File: src/design/uetc_pkg.sv
// constants, command codes and sequencer states of the endpoint transaction controller
// Function
// - control IN data: set direction, fill FIFO, set ready, later clear done flag
// - OUT data stage keeps direction 0; read FIFO then clear bank 0 flag
// - direction bit goes back to 0 for any status stage
// - control write/no-data status is IN zero-length; control read status is OUT zero-length
// - iso IN sent sets done flag without handshake; clear it before refilling
// - never load more bytes than the endpoint FIFO holds
// - end of bus reset sets flag and resets registers; clear flag to re-arm
// - stall only for control/bulk/interrupt: clear flags, then set stall request
// - clear stall request and stall flag after each STALL; SETUP clears request
// - after clear-halt, reset the endpoint through the FIFO reset register
// - start-of-frame sets frame flag; clear it for the next detection
package uetc_pkg;

  // apb register offsets of the controller
  localparam logic [7:0] APB_CMD = 8'h00;
  localparam logic [7:0] APB_STAT = 8'h04;
  localparam logic [7:0] APB_COUNT = 8'h08;
  localparam logic [7:0] APB_FRAME = 8'h0C;
  localparam logic [7:0] APB_EVENTS = 8'h10;
  localparam logic [7:0] APB_PTR = 8'h14;
  localparam logic [7:0] APB_DATA = 8'h18;

  // command word fields
  localparam int CMD_OP_LSB = 0;
  localparam int CMD_EP_LSB = 4;
  localparam int CMD_OPT_BIT = 8;
  localparam int CMD_LEN_LSB = 16;
  localparam int CMD_LEN_W = 10;

  // command codes
  localparam logic [3:0] OP_TX = 4'h1;
  localparam logic [3:0] OP_RX = 4'h2;
  localparam logic [3:0] OP_TXDONE = 4'h3;
  localparam logic [3:0] OP_STALL = 4'h4;
  localparam logic [3:0] OP_UNSTALL = 4'h5;
  localparam logic [3:0] OP_STATUS = 4'h6;
  localparam logic [3:0] OP_EPRST = 4'h7;
  localparam logic [3:0] OP_EVENTS = 4'h8;

  // device register offsets on its own register port
  localparam logic [7:0] D_EP_SELECT = 8'h00;
  localparam logic [7:0] D_EP_STATUS = 8'h01;
  localparam logic [7:0] D_FIFO = 8'h02;
  localparam logic [7:0] D_COUNT_LO = 8'h03;
  localparam logic [7:0] D_COUNT_HI = 8'h04;
  localparam logic [7:0] D_EVENTS = 8'h05;
  localparam logic [7:0] D_FRAME_LO = 8'h06;
  localparam logic [7:0] D_FRAME_HI = 8'h07;
  localparam logic [7:0] D_EP_RESET = 8'h08;

  // endpoint_status_control bits
  localparam logic [7:0] M_TX_DONE = 8'h01;
  localparam logic [7:0] M_RX_BANK0 = 8'h02;
  localparam logic [7:0] M_SETUP = 8'h04;
  localparam logic [7:0] M_STALL_CRC = 8'h08;
  localparam logic [7:0] M_TX_READY = 8'h10;
  localparam logic [7:0] M_STALL_REQ = 8'h20;
  localparam logic [7:0] M_RX_BANK1 = 8'h40;
  localparam logic [7:0] M_DIR = 8'h80;

  // bus_event_flags bits and frame_number_high layout
  localparam logic [7:0] M_EV_FRAME = 8'h08;
  localparam logic [7:0] M_EV_BUS_RESET = 8'h10;
  localparam int FNH_GOOD_BIT = 3;
  localparam int FNH_BAD_BIT = 4;

  // status register and frame register fields
  localparam int ST_BUSY_BIT = 0;
  localparam int ST_RX_NONE_BIT = 1;
  localparam int ST_CRC_BAD_BIT = 2;
  localparam int ST_IRQ_BIT = 3;
  localparam int ST_EPSTAT_LSB = 8;
  localparam int FR_GOOD_BIT = 16;
  localparam int FR_BAD_BIT = 17;

  localparam logic [31:0] RST_WORD = 32'h0000_0000;
  localparam logic [7:0] RST_BYTE = 8'h00;

  typedef enum logic [3:0] {
    S_IDLE, S_SEL, S_STAT_RD, S_PREP_WR, S_DATA_WR, S_FINAL_WR, S_CNT_LO, S_CNT_HI,
    S_DATA_RD, S_FLAG_CLR, S_RST_SET, S_RST_CLR, S_EVT_RD, S_FN_LO, S_FN_HI, S_EVT_CLR
  } uetc_state_t;

endpackage : uetc_pkg

File: src/design/uetc_buf_mem.sv
// packet buffer memory with registered read data
module uetc_buf_mem #(
  parameter int unsigned WIDTH = 8,
  parameter int unsigned DEPTH = 64,
  parameter int unsigned AW = 6
) (
  // clock and reset
  input wire logic pclk,
  input wire logic presetn,
  // write port
  input wire logic we,
  input wire logic [AW-1:0] waddr,
  input wire logic [WIDTH-1:0] wdata,
  // read port
  input wire logic [AW-1:0] raddr,
  output logic [WIDTH-1:0] rdata
);

  logic [WIDTH-1:0] mem [DEPTH];

  // array has no reset so it can map onto ram
  always_ff @(posedge pclk) begin
    if (we) begin
      mem[waddr] <= wdata;
    end
  end

  always_ff @(posedge pclk or negedge presetn) begin
    if (!presetn) begin
      rdata <= '0;
    end else begin
      rdata <= mem[raddr];
    end
  end

endmodule : uetc_buf_mem

File: src/design/uetc_ctrl.sv
// controller that services the usb endpoint logic through its register port, steered over apb
//
// Added by the designer: the APB slave port and the placing of the registers.
module uetc_ctrl #(
  parameter int unsigned BUF_DEPTH = 64,
  parameter int unsigned FIFO_BYTES = 64
) (
  // clock and reset
  input wire logic pclk,
  input wire logic presetn,
  // apb slave
  input wire logic psel,
  input wire logic penable,
  input wire logic pwrite,
  input wire logic [7:0] paddr,
  input wire logic [31:0] pwdata,
  output logic [31:0] prdata,
  output logic pready,
  output logic pslverr,
  // device register port
  output logic dev_req,
  output logic dev_we,
  output logic [7:0] dev_addr,
  output logic [7:0] dev_wdata,
  input wire logic [7:0] dev_rdata,
  input wire logic dev_ack,
  input wire logic dev_irq
);

  localparam int unsigned AW = (BUF_DEPTH > 1) ? $clog2(BUF_DEPTH) : 1;
  localparam logic [15:0] TX_CAP = 16'((FIFO_BYTES < BUF_DEPTH) ? FIFO_BYTES : BUF_DEPTH);
  localparam logic [15:0] RX_CAP = 16'(BUF_DEPTH);

  function automatic logic [15:0] clamp(input logic [15:0] v, input logic [15:0] cap);
    return (v > cap) ? cap : v;
  endfunction : clamp

  function automatic uetc_pkg::uetc_state_t first_state(input logic [3:0] op);
    uetc_pkg::uetc_state_t s;
    s = uetc_pkg::S_IDLE;
    if (op == uetc_pkg::OP_EVENTS) begin
      s = uetc_pkg::S_EVT_RD;
    end else if (op == uetc_pkg::OP_EPRST) begin
      s = uetc_pkg::S_RST_SET;
    end else if (op >= uetc_pkg::OP_TX && op <= uetc_pkg::OP_STATUS) begin
      s = uetc_pkg::S_SEL;
    end
    return s;
  endfunction : first_state

  uetc_pkg::uetc_state_t state_r;
  uetc_pkg::uetc_state_t state_nxt;
  logic [3:0] op_r;
  logic [2:0] ep_r;
  logic [15:0] len_r, rlen_r, idx_r, idx_nxt, cnt_r;
  logic [31:0] cmd_word_r;
  logic [7:0] stat_r;
  logic [7:0] evt_r;
  logic [10:0] fn_r;
  logic opt_r, fgood_r, fbad_r, crc_bad_r, rx_none_r;
  logic irq_s1_r, irq_s2_r;
  logic [AW-1:0] ptr_r;
  logic dev_req_r;
  logic dev_we_r;
  logic [7:0] dev_addr_r;
  logic [7:0] dev_wdata_r;
  logic acc_we;
  logic [7:0] acc_addr;
  logic [7:0] acc_wdata;
  logic [7:0] prep_val;
  logic [7:0] buf_rdata;

  // apb decode
  wire busy = (state_r != uetc_pkg::S_IDLE);
  wire apb_acc = psel & penable;
  wire apb_wr = apb_acc & pwrite;
  wire apb_rd = apb_acc & ~pwrite;
  wire cmd_wr = apb_wr & (paddr == uetc_pkg::APB_CMD);
  wire start = cmd_wr & ~busy & (first_state(pwdata[uetc_pkg::CMD_OP_LSB +: 4]) != uetc_pkg::S_IDLE);
  wire ptr_wr = apb_wr & ~busy & (paddr == uetc_pkg::APB_PTR);
  wire data_wr = apb_wr & ~busy & (paddr == uetc_pkg::APB_DATA);
  wire data_rd = apb_rd & ~busy & (paddr == uetc_pkg::APB_DATA);
  wire addr_hit = (paddr == uetc_pkg::APB_CMD) | (paddr == uetc_pkg::APB_STAT) | (paddr == uetc_pkg::APB_COUNT)
                | (paddr == uetc_pkg::APB_FRAME) | (paddr == uetc_pkg::APB_EVENTS) | (paddr == uetc_pkg::APB_PTR)
                | (paddr == uetc_pkg::APB_DATA);

  // device access progress
  wire acc_done = dev_req_r & dev_ack;
  wire [2:0] ep_src = busy ? ep_r : pwdata[uetc_pkg::CMD_EP_LSB +: 3];
  wire [7:0] stat_src = (state_r == uetc_pkg::S_STAT_RD) ? dev_rdata
                      : ((state_r == uetc_pkg::S_PREP_WR) ? dev_wdata_r : stat_r);
  wire [7:0] evt_src = (state_r == uetc_pkg::S_EVT_RD) ? dev_rdata : evt_r;
  wire rx_flag_now = (dev_rdata & (uetc_pkg::M_RX_BANK0 | uetc_pkg::M_RX_BANK1)) != 8'h00;
  wire [15:0] rx_len_now = clamp({dev_rdata, cnt_r[7:0]}, RX_CAP);
  wire tx_last = (idx_r == len_r - 16'h0001);
  wire rx_last = (idx_r == rlen_r - 16'h0001);
  wire frame_seen = (dev_rdata & uetc_pkg::M_EV_FRAME) != 8'h00;
  // ready, or stall request for a stall, rides on whatever the earlier write left in place, so dir survives
  wire [7:0] final_val = (op_r == uetc_pkg::OP_STALL) ? (stat_src | uetc_pkg::M_STALL_REQ)
                       : (stat_src | uetc_pkg::M_TX_READY);
  // bank 0 is freed first; in ping-pong the device then swaps to bank 1
  wire [7:0] flag_val = ((stat_r & uetc_pkg::M_RX_BANK0) != 8'h00) ? (stat_r & ~uetc_pkg::M_RX_BANK0)
                      : (stat_r & ~uetc_pkg::M_RX_BANK1);
  wire [7:0] evt_clr_val = evt_src & ~(uetc_pkg::M_EV_FRAME | uetc_pkg::M_EV_BUS_RESET);

  // first status write of the transmit, done, stall, unstall and status commands
  always_comb begin
    prep_val = stat_src;
    case (op_r)
      // only a control in-stage asks for dir; other endpoints are one-way
      uetc_pkg::OP_TX: prep_val = (stat_src & ~uetc_pkg::M_TX_DONE) | (opt_r ? uetc_pkg::M_DIR : 8'h00);
      uetc_pkg::OP_TXDONE: prep_val = stat_src & ~uetc_pkg::M_TX_DONE;
      uetc_pkg::OP_STALL: prep_val = stat_src & ~(uetc_pkg::M_SETUP | uetc_pkg::M_TX_READY | uetc_pkg::M_TX_DONE
                                                  | uetc_pkg::M_RX_BANK0 | uetc_pkg::M_RX_BANK1);
      uetc_pkg::OP_UNSTALL: prep_val = stat_src & ~(uetc_pkg::M_STALL_REQ | uetc_pkg::M_STALL_CRC);
      uetc_pkg::OP_STATUS: prep_val = stat_src & ~(uetc_pkg::M_DIR | uetc_pkg::M_TX_DONE);
      default: prep_val = stat_src;
    endcase
  end

  // sequencer
  always_comb begin
    state_nxt = state_r;
    if (state_r == uetc_pkg::S_IDLE) begin
      if (start) begin
        state_nxt = first_state(pwdata[uetc_pkg::CMD_OP_LSB +: 4]);
      end
    end else if (acc_done) begin
      unique case (state_r)
        uetc_pkg::S_IDLE: state_nxt = uetc_pkg::S_IDLE;
        uetc_pkg::S_SEL: state_nxt = uetc_pkg::S_STAT_RD;
        uetc_pkg::S_STAT_RD: state_nxt = (op_r != uetc_pkg::OP_RX) ? uetc_pkg::S_PREP_WR
                                       : (rx_flag_now ? uetc_pkg::S_CNT_LO : uetc_pkg::S_IDLE);
        uetc_pkg::S_PREP_WR: begin
          if (op_r == uetc_pkg::OP_TX) begin
            state_nxt = (len_r == 16'h0000) ? uetc_pkg::S_FINAL_WR : uetc_pkg::S_DATA_WR;
          end else if (op_r == uetc_pkg::OP_STALL || (op_r == uetc_pkg::OP_STATUS && opt_r)) begin
            state_nxt = uetc_pkg::S_FINAL_WR;
          end else begin
            state_nxt = uetc_pkg::S_IDLE;
          end
        end
        uetc_pkg::S_DATA_WR: state_nxt = tx_last ? uetc_pkg::S_FINAL_WR : uetc_pkg::S_DATA_WR;
        uetc_pkg::S_FINAL_WR: state_nxt = uetc_pkg::S_IDLE;
        uetc_pkg::S_CNT_LO: state_nxt = uetc_pkg::S_CNT_HI;
        uetc_pkg::S_CNT_HI: state_nxt = (rx_len_now == 16'h0000) ? uetc_pkg::S_FLAG_CLR : uetc_pkg::S_DATA_RD;
        uetc_pkg::S_DATA_RD: state_nxt = rx_last ? uetc_pkg::S_FLAG_CLR : uetc_pkg::S_DATA_RD;
        uetc_pkg::S_FLAG_CLR: state_nxt = uetc_pkg::S_IDLE;
        uetc_pkg::S_RST_SET: state_nxt = uetc_pkg::S_RST_CLR;
        uetc_pkg::S_RST_CLR: state_nxt = uetc_pkg::S_IDLE;
        uetc_pkg::S_EVT_RD: state_nxt = frame_seen ? uetc_pkg::S_FN_LO : uetc_pkg::S_EVT_CLR;
        uetc_pkg::S_FN_LO: state_nxt = uetc_pkg::S_FN_HI;
        uetc_pkg::S_FN_HI: state_nxt = uetc_pkg::S_EVT_CLR;
        uetc_pkg::S_EVT_CLR: state_nxt = uetc_pkg::S_IDLE;
      endcase
    end
  end

  // device access issued on entry to each state
  always_comb begin
    acc_we = 1'b0;
    acc_addr = uetc_pkg::D_EP_STATUS;
    acc_wdata = uetc_pkg::RST_BYTE;
    unique case (state_nxt)
      uetc_pkg::S_IDLE, uetc_pkg::S_STAT_RD: acc_addr = uetc_pkg::D_EP_STATUS;
      uetc_pkg::S_SEL: begin
        acc_we = 1'b1;
        acc_addr = uetc_pkg::D_EP_SELECT;
        acc_wdata = {5'h00, ep_src};
      end
      uetc_pkg::S_PREP_WR: begin
        acc_we = 1'b1;
        acc_wdata = prep_val;
      end
      uetc_pkg::S_DATA_WR: begin
        acc_we = 1'b1;
        acc_addr = uetc_pkg::D_FIFO;
      end
      uetc_pkg::S_FINAL_WR: begin
        acc_we = 1'b1;
        acc_wdata = final_val;
      end
      uetc_pkg::S_CNT_LO: acc_addr = uetc_pkg::D_COUNT_LO;
      uetc_pkg::S_CNT_HI: acc_addr = uetc_pkg::D_COUNT_HI;
      uetc_pkg::S_DATA_RD: acc_addr = uetc_pkg::D_FIFO;
      uetc_pkg::S_FLAG_CLR: begin
        acc_we = 1'b1;
        acc_wdata = flag_val;
      end
      uetc_pkg::S_RST_SET: begin
        acc_we = 1'b1;
        acc_addr = uetc_pkg::D_EP_RESET;
        acc_wdata = 8'h01 << ep_src;
      end
      uetc_pkg::S_RST_CLR: begin
        acc_we = 1'b1;
        acc_addr = uetc_pkg::D_EP_RESET;
      end
      uetc_pkg::S_EVT_RD: acc_addr = uetc_pkg::D_EVENTS;
      uetc_pkg::S_FN_LO: acc_addr = uetc_pkg::D_FRAME_LO;
      uetc_pkg::S_FN_HI: acc_addr = uetc_pkg::D_FRAME_HI;
      uetc_pkg::S_EVT_CLR: begin
        acc_we = 1'b1;
        acc_addr = uetc_pkg::D_EVENTS;
        acc_wdata = evt_clr_val;
      end
    endcase
  end

  always_comb begin
    idx_nxt = idx_r;
    if (!busy) begin
      idx_nxt = 16'h0000;
    end else if (acc_done && (state_r == uetc_pkg::S_DATA_WR || state_r == uetc_pkg::S_DATA_RD)) begin
      idx_nxt = idx_r + 16'h0001;
    end
  end

  always_ff @(posedge pclk or negedge presetn) begin
    if (!presetn) begin
      state_r <= uetc_pkg::S_IDLE;
      idx_r <= 16'h0000;
      dev_req_r <= 1'b0;
    end else begin
      state_r <= state_nxt;
      idx_r <= idx_nxt;
      dev_req_r <= (state_nxt != uetc_pkg::S_IDLE);
    end
  end

  always_ff @(posedge pclk or negedge presetn) begin
    if (!presetn) begin
      dev_we_r <= 1'b0;
      dev_addr_r <= uetc_pkg::RST_BYTE;
      dev_wdata_r <= uetc_pkg::RST_BYTE;
    end else if (start || acc_done) begin
      dev_we_r <= acc_we;
      dev_addr_r <= acc_addr;
      dev_wdata_r <= acc_wdata;
    end
  end

  always_ff @(posedge pclk or negedge presetn) begin
    if (!presetn) begin
      op_r <= 4'h0;
      ep_r <= 3'h0;
      opt_r <= 1'b0;
      len_r <= 16'h0000;
      cmd_word_r <= uetc_pkg::RST_WORD;
    end else if (start) begin
      op_r <= pwdata[uetc_pkg::CMD_OP_LSB +: 4];
      ep_r <= pwdata[uetc_pkg::CMD_EP_LSB +: 3];
      opt_r <= pwdata[uetc_pkg::CMD_OPT_BIT];
      len_r <= clamp(16'(pwdata[uetc_pkg::CMD_LEN_LSB +: uetc_pkg::CMD_LEN_W]), TX_CAP);
      cmd_word_r <= pwdata;
    end
  end

  // results captured from device reads and from the first status write
  always_ff @(posedge pclk or negedge presetn) begin
    if (!presetn) begin
      stat_r <= uetc_pkg::RST_BYTE;
      crc_bad_r <= 1'b0;
      rx_none_r <= 1'b0;
    end else if (acc_done && state_r == uetc_pkg::S_STAT_RD) begin
      stat_r <= dev_rdata;
      if (op_r == uetc_pkg::OP_RX) begin
        crc_bad_r <= (dev_rdata & uetc_pkg::M_STALL_CRC) != 8'h00;
        rx_none_r <= ~rx_flag_now;
      end
    end else if (acc_done && state_r == uetc_pkg::S_PREP_WR) begin
      stat_r <= dev_wdata_r;
    end
  end

  always_ff @(posedge pclk or negedge presetn) begin
    if (!presetn) begin
      cnt_r <= 16'h0000;
      rlen_r <= 16'h0000;
    end else if (acc_done && state_r == uetc_pkg::S_CNT_LO) begin
      cnt_r <= {8'h00, dev_rdata};
    end else if (acc_done && state_r == uetc_pkg::S_CNT_HI) begin
      cnt_r[15:8] <= dev_rdata;
      rlen_r <= rx_len_now;
    end
  end

  always_ff @(posedge pclk or negedge presetn) begin
    if (!presetn) begin
      evt_r <= uetc_pkg::RST_BYTE;
      fn_r <= 11'h000;
      fgood_r <= 1'b0;
      fbad_r <= 1'b0;
    end else if (acc_done && state_r == uetc_pkg::S_EVT_RD) begin
      evt_r <= dev_rdata;
    end else if (acc_done && state_r == uetc_pkg::S_FN_LO) begin
      fn_r[7:0] <= dev_rdata;
    end else if (acc_done && state_r == uetc_pkg::S_FN_HI) begin
      fn_r[10:8] <= dev_rdata[2:0];
      fgood_r <= dev_rdata[uetc_pkg::FNH_GOOD_BIT];
      fbad_r <= dev_rdata[uetc_pkg::FNH_BAD_BIT];
    end
  end

  // device interrupt is a pin, so it is synchronised before use
  always_ff @(posedge pclk or negedge presetn) begin
    if (!presetn) begin
      irq_s1_r <= 1'b0;
      irq_s2_r <= 1'b0;
    end else begin
      irq_s1_r <= dev_irq;
      irq_s2_r <= irq_s1_r;
    end
  end

  always_ff @(posedge pclk or negedge presetn) begin
    if (!presetn) begin
      ptr_r <= '0;
    end else if (ptr_wr) begin
      ptr_r <= pwdata[AW-1:0];
    end else if (data_wr || data_rd) begin
      ptr_r <= ptr_r + 1'b1;
    end
  end

  // buffer shared by software (idle) and the sequencer (busy)
  uetc_buf_mem #(
    .WIDTH(8),
    .DEPTH(BUF_DEPTH),
    .AW(AW)
  ) u_buf (
    .pclk(pclk),
    .presetn(presetn),
    .we(data_wr | (acc_done & (state_r == uetc_pkg::S_DATA_RD))),
    .waddr(busy ? idx_r[AW-1:0] : ptr_r),
    .wdata(busy ? dev_rdata : pwdata[7:0]),
    .raddr(busy ? idx_nxt[AW-1:0] : ptr_r),
    .rdata(buf_rdata)
  );

  // fifo bytes come straight from the buffer's output register
  assign dev_req = dev_req_r;
  assign dev_we = dev_we_r;
  assign dev_addr = dev_addr_r;
  assign dev_wdata = (state_r == uetc_pkg::S_DATA_WR) ? buf_rdata : dev_wdata_r;

  assign pready = 1'b1;
  assign pslverr = apb_acc & ~addr_hit;

  always_comb begin
    prdata = uetc_pkg::RST_WORD;
    case (paddr)
      uetc_pkg::APB_CMD: prdata = cmd_word_r;
      uetc_pkg::APB_STAT: prdata = {16'h0000, stat_r, 4'h0, irq_s2_r, crc_bad_r, rx_none_r, busy};
      uetc_pkg::APB_COUNT: prdata = {16'h0000, cnt_r};
      uetc_pkg::APB_FRAME: prdata = {14'h0000, fbad_r, fgood_r, 5'h00, fn_r};
      uetc_pkg::APB_EVENTS: prdata = {24'h000000, evt_r};
      uetc_pkg::APB_PTR: prdata = 32'(ptr_r);
      uetc_pkg::APB_DATA: prdata = {24'h000000, buf_rdata};
      default: prdata = uetc_pkg::RST_WORD;
    endcase
  end

endmodule : uetc_ctrl

File: config.mk
export PLATFORM = sky130hd
export DESIGN_NAME = uetc_ctrl
export DESIGN_NICKNAME = d
export VERILOG_FILES = /design/src/design/uetc_pkg.sv /design/src/design/uetc_buf_mem.sv /design/src/design/uetc_ctrl.sv
export SDC_FILE = /design/constraint.sdc
export NUM_CORES = 1
export LEC_CHECK = 0
export BUFFER_PORTS_ARGS = -buffer_cell sky130_fd_sc_hd__buf_2
export CORE_UTILIZATION = 65
export DETAILED_ROUTE_END_ITERATION = 6
export PLACE_DENSITY = 0.93
export SKIP_LAST_GASP = 1
export SLEW_MARGIN = 20
export SYNTH_ARGS = -nofsm -noshare
export SYNTH_HDL_FRONTEND = slang
export SYNTH_SLANG_ARGS = --single-unit
File: constraint.sdc
create_clock -name pclk -period 6.8 [get_ports pclk]
set_input_delay 0 -clock pclk [delete_from_list [all_inputs] [get_ports pclk]]
set_output_delay 0 -clock pclk [all_outputs]
set_load 0.005 [all_outputs]
==> results.yml <==
critical_path:
  cp_max_fo: 19
  r2r-start: "state_r[0]"
  path_class: "reg -> reg"
  crit_required_ns: 7.31
  cp-end-kind: "register"
  worstSetupStartpoint: "state_r[0]"
  crit_path_start_kind: "register"
  arrival_ns: 5.57
clocking:
  clk_latency_ns: 0.63
  cts_tree: "done"
  root_buffer: "clkbuf_16"
  numCtsBuffers: 66
  cts_num_sinks: 667
  clk_pin_slew_ns: 0.07
  clk_path_buf_depth: 3
  h-tree-depth: 3
  postCtsSetupBuffers: 0
synth:
  yosys.area_share.simple: 0.0951
  synth-main-ff-cell: "edfxtp_1"
  synth_edf_count: 512
  ys_ff_latch: 667
  synthCells: 1949
  synth_common_cells: "edfxtp_1 (512), nand2_1 (195), nor2_1 (180), dfrtp_1 (155), mux4_2 (135)"
  synth_mux_area_frac: 0.159
  synth_cell_type_count: 76
  avgSynthCellArea_um2: 15.0
  synth_top_area_share: 0.526
  ys_seq_area_frac: 0.658
  synth.most_common_cell: "edfxtp_1"
  synth_area_mm2: 0.0292
  synth_top_family_by_area: "multiplexers"
  ys_warn_count: 0
  synth_area_leaders: "edfxtp_1 (53%), dfrtp_1 (13%), mux4_2 (10%)"
  synth_xor_area_frac: 0.0135
  postSynth.asyncResetShare: 0.232
  yosys.area.top_type: "edfxtp_1"
  synth_compound_area_frac: 0.0546
  synthAdderAreaFrac: 0.00128
layout:
  final-instance-count-excl-fill: 2730
  final_nets: 2138
  area_growth_pct: 12.6
  drive_above_1_share: 0.217
  fill_cells: 2439
  stdcell_area_mm2: 0.0329
  fin_util: 0.743
placed_design:
  port_buffers: 101
  dp_cells: 2558
  routabilityCongestion: 1.01
  hpwl_mm: 50.4
  dpl_cell_area_mm2: 0.0304
flow_run:
  max_cap_viol_count: 0
die:
  fp.dieW_um: 214
  die_y_um: 214
  num_rows: 77
  initial_core_util: 0.660
  io_pins: 107
  die-area_mm2: 0.0458
  core_area_mm2: 0.0443
route:
  routed_wl_mm: 88.0
  antenna_left: 0
  drt_iter0_markers: 3568
  drt_pass1_iterations: 6
  drc_errors: 0
  via_per_inst: 7.26
  vias: 19832
  post_drt_wl_per_cell_um: 32.2
sta:
  grt_setup_unrepaired: "false"
  finalCritPeriodShare: 0.743
  hold_viol_final: 0
  finClkSkew_ns: 0.0316
  setup_tns_ns: 0
  setup_violations: 0
  worst_pin_slew_ns: 1.11
  final_max_slew_viol_count: 0
  max-slew-margin-rel: 0.257
  layout_min_cycle_time_ns: 5.05
  fmax_mhz: 198
power:
  total_power_w: 0.0138
  ir_drop_mv: 0.433
  leakage_nw: 11.8
  powerDensity_mw_per_mm2: 420
grt:
  grt_pass1_vias: 19650
  globalRouteTotalUtil: 0.392
  grt_max_degree: 79
  grt_first_pass_wirelength_mm: 130
  overflow: 0
  grt_antenna_before_repair: 9
hold_path:
  hold_class: "in -> async"
outcome:
  status: "finished clean"
## cell families after synthesis
kind of cell             Yosys count
flip-flops                       667
AND/OR/NAND/NOR                  591
multiplexers                     284
AO/OA/AOI/OAI                    231
buffers and inverters            126
XOR/XNOR                          45
adder cells (fa/ha/maj)            3
other                              2
## flip-flops by register name, indices dropped and copies added, names as in the netlist, 2 cells and up
| register | flops |
|---|---|
| ep_r | 2 |
| cnt_r | 16 |
| u_buf.rdata | 8 |
| op_r | 3 |
| rlen_r | 16 |
| evt_r | 8 |
| state_r | 4 |
| fn_r | 11 |
| u_buf.mem | 512 |
| dev_wdata_r | 8 |
| idx_r | 16 |
| ptr_r | 6 |
| stat_r | 8 |
| dev_addr | 4 |
| len_r | 10 |
| cmd_word_r | 27 |
## placed cells by master (no fill, tap or decap), types with 30 or more instances in the layout
master | Yosys | routed
a21oi_1 | 58 | 56
buf_2 | 21 | 100
mux4_2 | 135 | 135
a32oi_1 | 36 | 36
dfrtp_1 | 155 | 155
nor2_1 | 180 | 180
edfxtp_1 | 512 | 512
and2_1 | 30 | 30
nand3_1 | 39 | 39
o21ai_0 | 39 | 39
mux2_2 | 75 | 75
clkbuf_16 | 0 | 68
nand2_1 | 195 | 187
dlygate4sd3_1 | 0 | 46
nor3_1 | 38 | 37
mux2i_1 | 73 | 73
## layer usage
| layer | routed length (µm) | share of wire | GRT usage |
|---|---|---|---|
| met4 | 6470 | 0.074 | 0.230 |
| met2 | 42600 | 0.48 | 0.635 |
| met3 | 10600 | 0.12 | 0.104 |
| met5 | 47 | 0.00053 | 0 |
| met1 | 28300 | 0.32 | 0.480 |
## path summary, 6_finish.rpt
path | end | slack (ns) | depth (start not counted)
setup / recovery | u_buf.rdata[3] | 1.75 | 9
hold / removal | cmd_word_r[18] | 0.006 | 2
setup reg to reg | u_buf.rdata[3] | 1.75 | 9
hold reg to reg | irq_s2_r | 0.35 | 0
max in group asynchronous | stat_r[3] | 5.60 | 3
min in group pclk | idx_r[5] | 0.05 | 5
## area by class of cell
| cell class | count | area, µm² | share of cell area |
|---|---|---|---|
| flip-flops and latches | 667 | 19300 | 0.585 |
| multi-input cells | 1159 | 9580 | 0.291 |
| clock buffers | 85 | 1800 | 0.0545 |
| repair buffers | 174 | 1240 | 0.0375 |
| well taps | 592 | 741 | 0.0225 |
| clock inverters | 33 | 264 | 0.00802 |
| inverters | 12 | 46.3 | 0.00141 |
| diodes | 8 | 20.0 | 0.000608 |
## metrics by stage
step / hold WS (ns) / setup WS (ns)
after global routing: 0.0547 / 1.66
after detailed placement: 0.0860 / 2.10
after CTS: 0.0184 / 2.07
after global placement: 0.0783 / 2.22
after floorplan: -0.296 / 2.60
final: 0.00587 / 1.75
## power breakdown
part	leakage (nW)	internal, W	switching (W)
logic	4.19	0.00194	0.00312
clock network	0.999	0.00196	0.00163
registers	6.66	0.00485	0.000326
## worst max-delay path, stage by stage (launching register included)
cell      delay [ns]
dfrtp_1         0.61
nor4bb_1        0.69
nand3_1         0.27
xnor2_1         0.25
a21oi_4         0.81
buf_4           0.45
mux4_2          0.57
mux2i_1         0.68
a32oi_1         0.27
and4_1          0.31
## repair_timing
action,CTS,global route
hold buffers,46,0
hold endpoints to repair,169,0
resized for setup,0,0
No activity file was read; power rests on OpenSTA's default activity.
